## config.mk

```make
export PLATFORM = sky130hd
export DESIGN_NAME = dgcs_top
export DESIGN_NICKNAME = d
export VERILOG_FILES = /design/src/dgcs_pkg.sv /design/src/dgcs_top.sv
export VERILOG_INCLUDE_DIRS = /design/src
export SDC_FILE = /design/constraint.sdc
export NUM_CORES = 1
export LEC_CHECK = 0
export BUFFER_PORTS_ARGS = -buffer_cell sky130_fd_sc_hd__buf_2
export CAP_MARGIN = 20
export CORE_AREA = 2 2 173 175
export CTS_CLUSTER_DIAMETER = 50
export DETAILED_ROUTE_END_ITERATION = 12
export DIE_AREA = 0 0 175 177
export PLACE_DENSITY = 0.59
export SYNTH_ARGS = -nofsm -noshare
export SYNTH_HDL_FRONTEND = slang
export SYNTH_SLANG_ARGS = --single-unit
```

## constraint.sdc

```tcl
create_clock -name clk_in -period 2.7 [get_ports clk_in]
set_input_delay 0.405 -clock clk_in [delete_from_list [all_inputs] [get_ports clk_in]]
set_output_delay 0.405 -clock clk_in [all_outputs]
set_load 0.01 [all_outputs]
```

## src/dgcs_regs.svh

```systemverilog
// Purpose: Register offsets, field positions and reset values of the DMA global control block
// Assumes: Offsets are byte addresses decoded from the low 14 address bits
// Notes: Each register except status has clear, set and invert aliases at +0x4, +0x8, +0xc; status ignores writes
`ifndef DGCS_REGS_SVH
`define DGCS_REGS_SVH

`define DGCS_ADDR_W 14
`define DGCS_CTL_OFF 14'h3000
`define DGCS_STAT_OFF 14'h3010
`define DGCS_SPTR_OFF 14'h3310
`define DGCS_DPTR_OFF 14'h3320
`define DGCS_CSIZ_OFF 14'h3330
`define DGCS_CPTR_OFF 14'h3340
`define DGCS_PDAT_OFF 14'h3350

`define DGCS_CTL_ON_BIT 15
`define DGCS_CTL_SUSPEND_BIT 12
`define DGCS_CTL_BUSY_BIT 11
`define DGCS_STAT_DIR_BIT 3
`define DGCS_STAT_CH_LSB 0
`define DGCS_CTL_WMASK 32'h00009000
`define DGCS_PTR_MASK 32'h0000ffff
`define DGCS_PDAT_MASK 32'h000000ff
`define DGCS_RESET_VAL 32'h00000000

`endif

```

## src/dgcs_pkg.sv

```systemverilog
// Purpose: Types shared by the DMA global control block
// Assumes: Constants live in dgcs_regs.svh
// Notes: None
package dgcs_pkg;

  typedef enum logic [1:0] {
    DGCS_WR_PLAIN = 2'h0,
    DGCS_WR_CLR = 2'h1,
    DGCS_WR_SET = 2'h2,
    DGCS_WR_INV = 2'h3
  } dgcs_alias_e;

  typedef enum logic [3:0] {
    DGCS_ST_IDLE = 4'h1,
    DGCS_ST_WRITE = 4'h2,
    DGCS_ST_READ = 4'h4,
    DGCS_ST_RDOUT = 4'h8
  } dgcs_bus_state_e;

  typedef logic [2:0] dgcs_chan_t;

endpackage

```

## src/dgcs_top.sv

```systemverilog
// Purpose: DMA global control and status registers with the channel 3 pointer tail, on AHB-Lite
// Assumes: Engine-side inputs come from logic on clk_in; single whole-word transfers
// Notes: Reads take one wait state, writes take none
//
// Summary of operation
// - Each register answers at base plus 0x4, 0x8 and 0xc, where written ones clear, set or invert bits, except status, which ignores all writes.
// - The channel 3 source, destination, cell size, cell pointer and pattern registers reset to zero.
// - Unimplemented bits, including control bits 31 to 16, always read as zero.
// - Control bit 15 enables the whole DMA module when one and disables it when zero.
// - While control bit 12 is one all transfers are suspended so the CPU owns the data bus.
// - Control bit 11 reads one while the module is active and zero when disabled and idle.
// - Status bit 3 reads one when the last DMA bus access was a read and zero for a write.
// - Status bits 2 to 0 are read-only and hold the most recently active channel number.
// - All implemented control and status bits except control bit 11, which reads xfer_active_in, come out of reset cleared.
`timescale 1ns/100ps
`include "dgcs_regs.svh"

module dgcs_top (
  input wire logic clk_in,
  input wire logic rstn_in,
  input wire logic hsel_in,
  input wire logic [31:0] haddr_in,
  input wire logic [1:0] htrans_in,
  input wire logic hwrite_in,
  input wire logic [2:0] hsize_in,
  input wire logic [31:0] hwdata_in,
  input wire logic hready_in,
  output logic hreadyout_out,
  output logic hresp_out,
  output logic [31:0] hrdata_out,
  input wire logic dma_access_in,
  input wire logic dma_access_read_in,
  input wire dgcs_pkg::dgcs_chan_t dma_access_chan_in,
  input wire logic xfer_active_in,
  output logic module_enable_out,
  output logic suspend_out,
  output logic transfer_grant_out,
  output logic [15:0] source_pointer_field_out,
  output logic [15:0] destination_pointer_field_out,
  output logic [15:0] cell_size_field_out,
  output logic [15:0] cell_pointer_field_out,
  output logic [7:0] pattern_data_field_out
);
  import dgcs_pkg::*;

  // Applies a plain, clear, set or invert write to a register value
  function automatic logic [31:0] apply_write(
    input logic [31:0] old_val,
    input logic [31:0] wdata,
    input logic [1:0] kind,
    input logic [31:0] mask
  );
    logic [31:0] res;
    res = wdata;
    case (kind)
      DGCS_WR_PLAIN: res = wdata;
      DGCS_WR_CLR: res = old_val & ~wdata;
      DGCS_WR_SET: res = old_val | wdata;
      DGCS_WR_INV: res = old_val ^ wdata;
      default: res = wdata;
    endcase
    apply_write = res & mask;
  endfunction

  // True when the captured address falls in the four-word group of a register
  function automatic logic reg_hit(
    input logic [`DGCS_ADDR_W-1:0] addr,
    input logic [`DGCS_ADDR_W-1:0] off
  );
    reg_hit = ({addr[`DGCS_ADDR_W-1:4], 4'h0} == off);
  endfunction

  // Control readback word built from its field positions
  function automatic logic [31:0] ctl_pack(
    input logic on,
    input logic suspend,
    input logic busy
  );
    logic [31:0] res;
    res = `DGCS_RESET_VAL;
    res[`DGCS_CTL_ON_BIT] = on;
    res[`DGCS_CTL_SUSPEND_BIT] = suspend;
    res[`DGCS_CTL_BUSY_BIT] = busy;
    ctl_pack = res;
  endfunction

  // Status readback word built from its field positions
  function automatic logic [31:0] stat_pack(
    input logic dir,
    input dgcs_chan_t chan
  );
    logic [31:0] res;
    res = `DGCS_RESET_VAL;
    res[`DGCS_STAT_DIR_BIT] = dir;
    res[`DGCS_STAT_CH_LSB +: $bits(dgcs_chan_t)] = chan;
    stat_pack = res;
  endfunction

  // Places a field in the low bits of a word and clears the rest
  function automatic logic [31:0] low_field(
    input logic [15:0] val,
    input logic [31:0] mask
  );
    low_field = {16'h0000, val} & mask;
  endfunction

  dgcs_bus_state_e state;
  dgcs_bus_state_e next_state;
  logic [`DGCS_ADDR_W-1:0] addr_q;
  logic ctl_on;
  logic ctl_suspend;
  logic last_access_direction;
  dgcs_chan_t last_active_channel;
  logic [15:0] ch3_source_pointer;
  logic [15:0] ch3_destination_pointer;
  logic [15:0] ch3_cell_size;
  logic [15:0] ch3_cell_pointer;
  logic [7:0] ch3_pattern_data;

  // Address phase acceptance
  wire addr_accept = hsel_in & htrans_in[1] & hready_in;

  // Register select from the captured address, alias kind from bits 3:2
  wire [1:0] alias_kind = addr_q[3:2];
  wire hit_ctl = reg_hit(addr_q, `DGCS_CTL_OFF);
  wire hit_stat = reg_hit(addr_q, `DGCS_STAT_OFF);
  wire hit_sptr = reg_hit(addr_q, `DGCS_SPTR_OFF);
  wire hit_dptr = reg_hit(addr_q, `DGCS_DPTR_OFF);
  wire hit_csiz = reg_hit(addr_q, `DGCS_CSIZ_OFF);
  wire hit_cptr = reg_hit(addr_q, `DGCS_CPTR_OFF);
  wire hit_pdat = reg_hit(addr_q, `DGCS_PDAT_OFF);
  wire wr_now = (state == DGCS_ST_WRITE);

  // Per-register write strobes; status has none, so writes to it are dropped
  wire wr_ctl = wr_now & hit_ctl;
  wire wr_sptr = wr_now & hit_sptr;
  wire wr_dptr = wr_now & hit_dptr;
  wire wr_csiz = wr_now & hit_csiz;
  wire wr_cptr = wr_now & hit_cptr;
  wire wr_pdat = wr_now & hit_pdat;

  // Module stays active while enabled or while a transfer is still draining
  wire module_active_flag = ctl_on | xfer_active_in;

  // Readback images; unimplemented bits are zero
  wire [31:0] ctl_image = ctl_pack(ctl_on, ctl_suspend, module_active_flag);
  wire [31:0] stat_image = stat_pack(last_access_direction, last_active_channel);
  wire [31:0] sptr_image = low_field(ch3_source_pointer, `DGCS_PTR_MASK);
  wire [31:0] dptr_image = low_field(ch3_destination_pointer, `DGCS_PTR_MASK);
  wire [31:0] csiz_image = low_field(ch3_cell_size, `DGCS_PTR_MASK);
  wire [31:0] cptr_image = low_field(ch3_cell_pointer, `DGCS_PTR_MASK);
  wire [31:0] pdat_image = low_field({8'h00, ch3_pattern_data}, `DGCS_PDAT_MASK);

  // Unmapped addresses read as zero
  wire [31:0] read_value =
    hit_ctl ? ctl_image :
    hit_stat ? stat_image :
    hit_sptr ? sptr_image :
    hit_dptr ? dptr_image :
    hit_csiz ? csiz_image :
    hit_cptr ? cptr_image :
    hit_pdat ? pdat_image : 32'h00000000;

  // Write results through the alias decode
  wire [31:0] ctl_new = apply_write(ctl_image, hwdata_in, alias_kind, `DGCS_CTL_WMASK);
  wire [31:0] sptr_new = apply_write(sptr_image, hwdata_in, alias_kind, `DGCS_PTR_MASK);
  wire [31:0] dptr_new = apply_write(dptr_image, hwdata_in, alias_kind, `DGCS_PTR_MASK);
  wire [31:0] csiz_new = apply_write(csiz_image, hwdata_in, alias_kind, `DGCS_PTR_MASK);
  wire [31:0] cptr_new = apply_write(cptr_image, hwdata_in, alias_kind, `DGCS_PTR_MASK);
  wire [31:0] pdat_new = apply_write(pdat_image, hwdata_in, alias_kind, `DGCS_PDAT_MASK);

  // Bus state sequencing
  always_comb begin
    next_state = DGCS_ST_IDLE;
    case (state)
      DGCS_ST_READ: next_state = DGCS_ST_RDOUT;
      DGCS_ST_IDLE, DGCS_ST_WRITE, DGCS_ST_RDOUT: begin
        if (addr_accept) begin
          next_state = hwrite_in ? DGCS_ST_WRITE : DGCS_ST_READ;
        end else begin
          next_state = DGCS_ST_IDLE;
        end
      end
      default: next_state = DGCS_ST_IDLE;
    endcase
  end

  always_ff @(posedge clk_in or negedge rstn_in) begin
    if (!rstn_in) begin
      state <= DGCS_ST_IDLE;
      hreadyout_out <= 1'b1;
      hresp_out <= 1'b0;
    end else begin
      state <= next_state;
      hreadyout_out <= (next_state != DGCS_ST_READ);
      hresp_out <= 1'b0;
    end
  end

  always_ff @(posedge clk_in or negedge rstn_in) begin
    if (!rstn_in) begin
      addr_q <= {`DGCS_ADDR_W{1'b0}};
    end else if (addr_accept) begin
      addr_q <= haddr_in[`DGCS_ADDR_W-1:0];
    end
  end

  // Read data loaded during the wait state, held until the next read
  always_ff @(posedge clk_in or negedge rstn_in) begin
    if (!rstn_in) begin
      hrdata_out <= 32'h00000000;
    end else if (state == DGCS_ST_READ) begin
      hrdata_out <= read_value;
    end
  end

  // Control register; the busy bit is not stored
  always_ff @(posedge clk_in or negedge rstn_in) begin
    if (!rstn_in) begin
      ctl_on <= 1'(`DGCS_RESET_VAL);
    end else if (wr_ctl) begin
      ctl_on <= ctl_new[`DGCS_CTL_ON_BIT];
    end
  end

  always_ff @(posedge clk_in or negedge rstn_in) begin
    if (!rstn_in) begin
      ctl_suspend <= 1'(`DGCS_RESET_VAL);
    end else if (wr_ctl) begin
      ctl_suspend <= ctl_new[`DGCS_CTL_SUSPEND_BIT];
    end
  end

  // Status tracks each engine access; software writes are ignored
  always_ff @(posedge clk_in or negedge rstn_in) begin
    if (!rstn_in) begin
      last_access_direction <= 1'(`DGCS_RESET_VAL);
    end else if (dma_access_in) begin
      last_access_direction <= dma_access_read_in;
    end
  end

  always_ff @(posedge clk_in or negedge rstn_in) begin
    if (!rstn_in) begin
      last_active_channel <= dgcs_chan_t'(`DGCS_RESET_VAL);
    end else if (dma_access_in) begin
      last_active_channel <= dma_access_chan_in;
    end
  end

  // Channel 3 tail registers, one short process each
  always_ff @(posedge clk_in or negedge rstn_in) begin
    if (!rstn_in) begin
      ch3_source_pointer <= 16'(`DGCS_RESET_VAL);
    end else if (wr_sptr) begin
      ch3_source_pointer <= sptr_new[15:0];
    end
  end

  always_ff @(posedge clk_in or negedge rstn_in) begin
    if (!rstn_in) begin
      ch3_destination_pointer <= 16'(`DGCS_RESET_VAL);
    end else if (wr_dptr) begin
      ch3_destination_pointer <= dptr_new[15:0];
    end
  end

  always_ff @(posedge clk_in or negedge rstn_in) begin
    if (!rstn_in) begin
      ch3_cell_size <= 16'(`DGCS_RESET_VAL);
    end else if (wr_csiz) begin
      ch3_cell_size <= csiz_new[15:0];
    end
  end

  always_ff @(posedge clk_in or negedge rstn_in) begin
    if (!rstn_in) begin
      ch3_cell_pointer <= 16'(`DGCS_RESET_VAL);
    end else if (wr_cptr) begin
      ch3_cell_pointer <= cptr_new[15:0];
    end
  end

  always_ff @(posedge clk_in or negedge rstn_in) begin
    if (!rstn_in) begin
      ch3_pattern_data <= 8'(`DGCS_RESET_VAL);
    end else if (wr_pdat) begin
      ch3_pattern_data <= pdat_new[7:0];
    end
  end

  // Engine-facing controls, one cycle behind the register
  always_ff @(posedge clk_in or negedge rstn_in) begin
    if (!rstn_in) begin
      module_enable_out <= 1'b0;
    end else begin
      module_enable_out <= ctl_on;
    end
  end

  always_ff @(posedge clk_in or negedge rstn_in) begin
    if (!rstn_in) begin
      suspend_out <= 1'b0;
    end else begin
      suspend_out <= ctl_suspend;
    end
  end

  // Grant drops while suspended so the CPU keeps the data bus
  always_ff @(posedge clk_in or negedge rstn_in) begin
    if (!rstn_in) begin
      transfer_grant_out <= 1'b0;
    end else begin
      transfer_grant_out <= ctl_on & ~ctl_suspend;
    end
  end

  assign source_pointer_field_out = ch3_source_pointer;
  assign destination_pointer_field_out = ch3_destination_pointer;
  assign cell_size_field_out = ch3_cell_size;
  assign cell_pointer_field_out = ch3_cell_pointer;
  assign pattern_data_field_out = ch3_pattern_data;

endmodule

```

; Word level (Yosys, flattened, before mapping)
; Index checks and enable logic that the tools add are counted.
[classes]
eq_ne = 15
mux = 16
n_bitwise = 30
reduce_logical = 2
[op_table]
columns = op, count
row1 = case mux 16 bit (4 select lines), 5
row2 = two-way mux 16 bit, 6
row3 = AND 16 bit, 5
row4 = OR 16 bit, 5
row5 = bitwise XOR 16 bit, 5
row6 = "equality test 10 bit, second input constant", 7
row7 = case mux 8 bit (4 select lines), 1
row8 = NOT 16 bit, 1
row9 = AND 1 bit, 9
row10 = AND 8 bit, 1
row11 = two-way mux 8 bit, 1
row12 = OR 8 bit, 1
row13 = case mux 4 bit (2 select lines), 1
row14 = bitwise XOR 8 bit, 1
row15 = two-way mux 3 bit, 2
row16 = "equality test 2 bit, second input constant", 2
row17 = "equality test 4 x 1 -> 1 bit, second input constant", 1
row18 = "equality test 4 x 2 -> 1 bit, second input constant", 1
row19 = "equality test 4 x 3 -> 1 bit, second input constant", 1
row20 = "equality test 4 bit, second input constant", 1
row21 = "!= test 4 x 3 -> 1 bit, second input constant", 1
row22 = OR reduction 3 bit, 1
row23 = "equality test 2 x 1 -> 1 bit, second input constant", 1
row24 = logical NOT 2 bit, 1
row25 = other kinds (2), 2
[word_totals]
register_bits = 132
out_inout_bits = 109
elab_cells = 79
input_bits = 80

; Depth between registers and ports, before layout
; Gate-level depths: netlist of the first run.
[depth]
ltp_word = 8
ltp_mapped = 8
mapped_depth_nobuf = 6

; Worst setup path before layout of the first run
; Ideal clock, no wire load.
[synth_timing]
path_kind = register to register
from = register addr_q[11]
to = register ch3_source_pointer[12] (netlist: source_pointer_field_out[12])
required_time_ns = 2.575
setup_time_ns = 0.125
path_stages_with_launch = 6
arrival_time_ns = 2.033
path_slack_ns = 0.542
n_path_buf = 2
synth_period_minus_slack_ns = 2.158
path_cell_list = dfrtp_1 > or4_1 > buf_2 > nor4_4 > buf_6 > mux2_4
[synth_between]
elab_chain_cells = 2
[synth_rtl]
columns = element, line
row1 = start: declaration, dgcs_top.sv:109  ; logic [`DGCS_ADDR_W-1:0] addr_q;
row2 = start signal: assignment, dgcs_top.sv:202  ; addr_q <= {`DGCS_ADDR_W{1'b0}};
row3 = start signal: assignment, dgcs_top.sv:204  ; addr_q <= haddr_in[`DGCS_ADDR_W-1:0];
row4 = equality test 10 bit, dgcs_top.sv:70  ; reg_hit = ({addr[`DGCS_ADDR_W-1:4], 4'h0} == off);
row5 = AND 1 bit, dgcs_top.sv:136  ; wire wr_sptr = wr_now & hit_sptr;
row6 = end signal: assignment, dgcs_top.sv:254  ; ch3_source_pointer <= 16'(`DGCS_RESET_VAL);
row7 = end signal: assignment, dgcs_top.sv:256  ; ch3_source_pointer <= sptr_new[15:0];
row8 = end: declaration, dgcs_top.sv:114  ; logic [15:0] ch3_source_pointer;
; No other way between the ends.
; A chain may end at the register's enable or synchronous reset.

; Worst setup path in the final report of the first run
[layout_timing]
from = register addr_q[11]
to = register hrdata_out[11]
[layout_between]
elab_chain_cells = 7
word_cells_on_any_way = 12
classes_between = 6 x eq/ne / 6 x mux
[layout_rtl]
columns = element, line
row1 = equality test 10 bit, dgcs_top.sv:70
row2 = two-way mux 16 bit, dgcs_top.sv:161  ; hit_cptr ? cptr_image :
row3 = two-way mux 16 bit, dgcs_top.sv:160  ; hit_csiz ? csiz_image :
row4 = two-way mux 16 bit, dgcs_top.sv:159  ; hit_dptr ? dptr_image :
row5 = two-way mux 16 bit, dgcs_top.sv:158  ; hit_sptr ? sptr_image :
row6 = two-way mux 16 bit, dgcs_top.sv:157  ; hit_stat ? stat_image :
row7 = two-way mux 16 bit (*), dgcs_top.sv:156  ; hit_ctl ? ctl_image :
row8 = end signal: assignment, dgcs_top.sv:213  ; hrdata_out <= read_value;
row9 = end: declaration, dgcs_top.sv:30  ; output logic [31:0] hrdata_out,
; Mark *: on every way between the ends. The rest lies on a longest branch, timed or not.

==> results of run 1 <==
worst max-delay path, stage by stage (launching register included):
cell and delay (ns):
dfrtp_1 0.41, or4_1 0.70, buf_4 0.27, nor4_1 0.59
o21ai_0 0.17, a31oi_1 0.19
cell usage in the layout (no fill, tap or decap), drive strengths merged, types with 3 or more instances in the layout:
cell      synthesis  final
nor3              6      6
and3              4      4
a211oi           51     51
a2111oi           4      4
o32ai             4      4
a22oi             8      8
clkbuf           57     23
or3               6      6
ha              148    148
o2111ai           7      7
nor3b             8      8
nand2b            4      4
a221o             4      4
nor2b            19     19
clkinvlp          0      3
o31ai             9      9
bufinv            0      3
inv              92     92
nor4              4      4
nand4             8      8
buf              31    168
o22ai             4      4
mux2             71     71
dfrtp           112    112
a31oi             7      7
a21o              3      3
o221ai            4      4
nand2            44     44
a21oi           134    134
nor2             91     91
o21ai            37     37
mux2i            48     48
a22o              3      3
clkinv            1      4
nand3             6      6
conb              1     17
logic make-up (layout without fill, tap and decap cells):
family          after synthesis  in the layout  share of synthesized area, %
compound gates              281            281                         17.96
xor+xnor                      1              1                       0.09210
fa+ha+maj                   148            148                         19.47
buf+inv                     181            293                         8.051
flops                       114            114                         30.02
mux                         119            119                         13.58
other cells                   1             17                       0.03943
simple gates                211            211                         10.80
flip-flops by register name (all words and copies together), names as in the netlist, 3 cells and up:
register and cells:
addr_q 12, cell_pointer_field_out 16, cell_size_field_out 16, destination_pointer_field_out 16
hrdata_out 16, last_active_channel 3, pattern_data_field_out 8, source_pointer_field_out 16
state 4
per-stage QoR:
| step | setup slack (ns) | instance area (um2) | power, uW | utilization (%) |
|---|---|---|---|---|
| floorplan | 0.5417 | 9572 | 3207 | - |
| global placement | 0.2671 | 10670 | 3706 | 36.48 |
| detailed placement | 0.2956 | 10670 | 3745 | 36.48 |
| CTS | 0.2735 | 11280 | 6153 | 38.58 |
| global route | 0.1286 | 11280 | 6467 | 38.58 |
| finish | 0.2719 | 11280 | 6122 | 38.58 |
layout make-up:
type | count | share of cell area (%)
multi-input combinational | 777 | 52.79
sequential | 114 | 25.37
timing repair buffer | 168 | 8.960
clock buffer | 23 | 4.325
tap | 390 | 4.325
inverter | 93 | 3.094
clock inverter | 9 | 1.131
path summary, 6_finish.rpt:
check	endpoint	start	slack [ns]	depth (start not counted)
setup / recovery	hrdata_out[11]	addr_q[11]	0.27	5
hold / removal	destination_pointer_field_out[8]	rstn_in	0.006	1
max in group asynchronous	source_pointer_field_out[3]	rstn_in	2.00	2
setup reg to reg	hrdata_out[11]	addr_q[11]	0.27	5
hold reg to reg	hrdata_out[6]	hrdata_out[6]	0.47	2
min in group clk_in	state[2]	hwrite_in	0.17	2
synthesized netlist by cell type (all sizes together) (7+ instances only):
cell and n:
nor3b 8, nand2 44, a211oi 51, a22oi 8, o31ai 9, a31oi 7
o21ai 37, clkbuf 57, mux2i 48, o2111ai 7, mux2 71, ha 148
nor2 91, a21oi 134, nor2b 19, nand4 8, inv 92, buf 31
dfrtp 112
where the power goes:
| group | leakage (uW) | internal [uW] | switching (uW) | total, uW |
|---|---|---|---|---|
| clock network | 0.000295 | 1540 | 853 | 2400 |
| logic | 0.00375 | 665 | 1010 | 1680 |
| registers | 0.00143 | 1840 | 209 | 2050 |
metal layers:
metal / share of wire, % / track usage [%]
met3: 5.6 / 4.059
met2: 46 / 28.85
met4: 0.74 / 3.333
met5: 0.058 / 0
met1: 48 / 25.69
==> reports/metrics.csv, run 1 <==
metric,value,unit
grt total ovfl,0,
Final Skew,0.009610,ns
Max-cap violations,0,
"Cell Area, Synth",9512,um2
Yosys top cell by area,dfrtp_1,
global-route wire length before repair,43730,um
# fillers,2970,
Root Buffer,clkbuf_16,
total track usage,18.23,%
share of layout cells above drive strength 1,23.56,%
Multi-input gate area,5957,um2
Syn. warnings,0,
ant diodes,0,
Final ANT Viol Nets,0,
"Top FF cell, synth",dfrtp_1,
CTS Hold Bufs,0,
initial antenna violation count,1,
Die ar.,30980,um2
Mean Syn Cell Area,9.007,um2
Placed Cells,1542,
VDD IR max,0.0005619,V
worst min path class,in2async,
top post-synthesis cells by area,"dfrtp_1, ha_1, mux2_2, a21oi_1, mux2i_1",
P&R area growth vs syn,18.63,%
Post-synth EDFFs,0,
worst-margin pin slew,0.6589,ns
Power Dens Cells,542.6,nW/um2
share of the synthesized area in the top cell type,29.47,%
clock buffer depth,2,
Crit Path Max Fanout,14,
sequential fraction of the synthesis area,30.02,%
"Setup Fix Bufs, Post-CTS",0,
vias post-DR,8070,
Die Span Y,177,um
GPL Wtd Cong,0.8464,
post-DR wirelength/cell,17.63,um
DR vias/cell,5.127,
total I/O pin count,189,
number of buffers created by CTS,17,
vias in the first global route,7454,
clock transition at the registers of the reported paths,0.06,ns
final setup fails,0,
# rows,63,
Post-Route WL,27740,um
drc violations,0,
fmax,0.4119,GHz
Finished Layout Cells,1574,
drt pass-1 iters,5,
PostCTS Resize Cnt,0,
setup TNS,0,ns
critical path type,reg2reg,
count of input and output buffers,131,
CP required,3.04,ns
status,"finished, final reports clean",
Max H-tree Level,4,
largest net degree at the start of global routing,66,
Hold Slack,0.005898,ns
synthesized flop and latch total,114,
leakage power,0.005468,uW
worst-skew pair later-pin latency,0.42,ns
CP arrival,2.77,ns
CTS tree,yes,
pins over their slew limit,0,
die width,175,um
RSZ-0062 raised after global routing,no,
min cycle time layout,2.428,ns
area of the core,29240,um2
Synth Instances,1056,
Starting Density,32.52,%
sequential standard cell area,2863,um2
Slew HR,56.07,%
crit path launch type,flip-flop,
Yosys cell types,51,
post-DP HPWL,20380,um
nets,1399,
Setup crit end kind,flip-flop,
Fin. Hold Viols,0,
Synth async-reset ratio,100.0,%
starting DRC count in detailed routing,582,
Final Cycle Share,89.93,%
clock sinks,114,
(Power assumes the default switching activity.)
==> run 2, diff against run 1 <==
--- a/config.mk
+++ b/config.mk
@@ -12,6 +12,7 @@
 export CTS_CLUSTER_DIAMETER = 50
 export DETAILED_ROUTE_END_ITERATION = 12
 export DIE_AREA = 0 0 175 177
+export HOLD_SLACK_MARGIN = 0.08
 export PLACE_DENSITY = 0.59
 export SYNTH_ARGS = -nofsm -noshare
 export SYNTH_HDL_FRONTEND = slang
==> run 2 against run 1 <==
Against the previous run:
- flip-flop and latch count is the same
- setup slack got worse by 0.0094 ns
- global-route usage barely moved
- sequential power hardly changed
==> reports/metrics.csv, run 2 (synthesized netlist as in run 1, its figures left out) <==
metric,value,unit
Power Dens Cells,541.9,nW/um2
"commonest non-fill, non-tap cell in the layout",ha_1,
fmax,0.4103,GHz
Max-cap violations,0,
nets,1400,
CTS tree,yes,
Max H-tree Level,4,
min cycle time layout,2.437,ns
clock buffer depth,2,
GPL Wtd Cong,0.8464,
min-delay src,hwrite_in,
Finished Layout Cells,1575,
VDD IR max,0.0005609,V
final setup fails,0,
DR vias/cell,5.124,
critical path type,reg2reg,
Final ANT Viol Nets,0,
number of buffers created by CTS,17,
# fillers,2969,
Final Power,6120,uW
Die Span Y,177,um
share of layout cells above drive strength 1,23.54,%
vias post-DR,8071,
total track usage,18.23,%
Worst Hold End,state[2],
hold path cells,2,
PostCTS Resize Cnt,0,
post-DP HPWL,20380,um
status,"finished, final reports clean",
grt total ovfl,0,
Root Buffer,clkbuf_16,
area post-placement,10670,um2
Slew HR,55.51,%
starting DRC count in detailed routing,549,
Starting Density,32.52,%
clock transition at the registers of the reported paths,0.06,ns
worst-skew pair later-pin latency,0.42,ns
largest net degree at the start of global routing,66,
worst reg-to-reg path cell count,5,
Setup crit end kind,flip-flop,
drt pass-1 iters,5,
design area,11290,um2
# rows,63,
drc violations,0,
count of input and output buffers,131,
pins over their slew limit,0,
crit path launch type,flip-flop,
worst-margin pin slew,0.6673,ns
Post-Route WL,27720,um
CP arrival,2.78,ns
clock sinks,114,
Die ar.,30980,um2
Fin. Hold Viols,0,
P&R area growth vs syn,18.73,%
Placed Cells,1542,
ant diodes,0,
R2R Path Start,addr_q[11],
CP required,3.04,ns
initial antenna violation count,1,
reg2reg setup slack,0.26,ns
vias in the first global route,7460,
Final Skew,0.009784,ns
die width,175,um
area of the core,29240,um2
total I/O pin count,189,
RSZ-0062 raised after global routing,no,
leakage power,0.005472,uW
reg-to-reg endpoint,hrdata_out[11],
Crit Path Max Fanout,14,
most frequent cells in the layout,"ha_1, a21oi_1, buf_2",
worst min path class,in2reg,
setup TNS,0,ns
global-route wire length before repair,43730,um
post-DR wirelength/cell,17.60,um
Final Cycle Share,90.28,%
[run 2: cell types whose count changed in the layout (fill, tap and decap cells not counted), sizes merged]
cell         delta
dlygate4sd3     +1
[run 2: per-layer routing]
| layer | part of all wire [%] | GRT usage [%] | up-vias |
|---|---|---|---|
| met5 | 0.058 | 0 | - |
| met4 | 0.72 | 3.333 | 2 |
| met3 | 5.6 | 4.016 | 23 |
| met2 | 46 | 28.87 | 215 |
| met1 | 48 | 25.71 | 3887 |
| li1 | - | - | 3944 |
[run 2: layout make-up]
class	instances	area, um2	area share (%)
Multi-Input combinational cell	777	5957	52.75
Sequential cell	114	2863	25.35
Timing Repair Buffer	169	1021	9.041
Clock buffer	23	488.0	4.321
Tap cell	390	488.0	4.321
Inverter	93	349.1	3.091
Clock inverter	9	127.6	1.130
[run 2: how the worst max path moves through the flow]
stage                     cells after the start                            to  slack [ns]        from
after global placement                        5                hrdata_out[11]        0.27  addr_q[11]
after global routing                          5                hrdata_out[11]        0.13  addr_q[11]
final                                         5                hrdata_out[11]        0.26  addr_q[11]
after detailed placement                      5                hrdata_out[11]        0.30  addr_q[11]
after floorplan                               5  source_pointer_field_out[12]        0.54  addr_q[11]
after CTS                                     5                hrdata_out[11]        0.27  addr_q[11]
[run 2: repair_timing]
item | in CTS | in global routing
buffers inserted | 0 | 0
hold buffers | 1 | 0
endpoints found under the hold margin | 37 | 0
[run 2: critical path: stages, from the launching register on]
cell	delay (ns)
dfrtp_1	0.42
or4_1	0.70
buf_4	0.27
nor4_1	0.59
o21ai_0	0.18
a31oi_1	0.19
[run 2: stage by stage]
stage                     worst slack, ns  hold slack, ns  util [%]
after CTS                          0.2735          0.1532     38.62
after global placement             0.2671          0.4516     36.48
final                              0.2625          0.1653     38.62
after detailed placement           0.2956          0.4505     36.48
after global routing               0.1286          0.1612     38.62
after floorplan                    0.5417          0.1094         -
[run 2: power by group]
group / switching, uW / internal, uW / leakage (uW)
registers: 207 / 1840 / 0.00143
logic: 1010 / 666 / 0.00375
clock network: 851 / 1540 / 0.000295
total: 2070 / 4050 / 0.00547
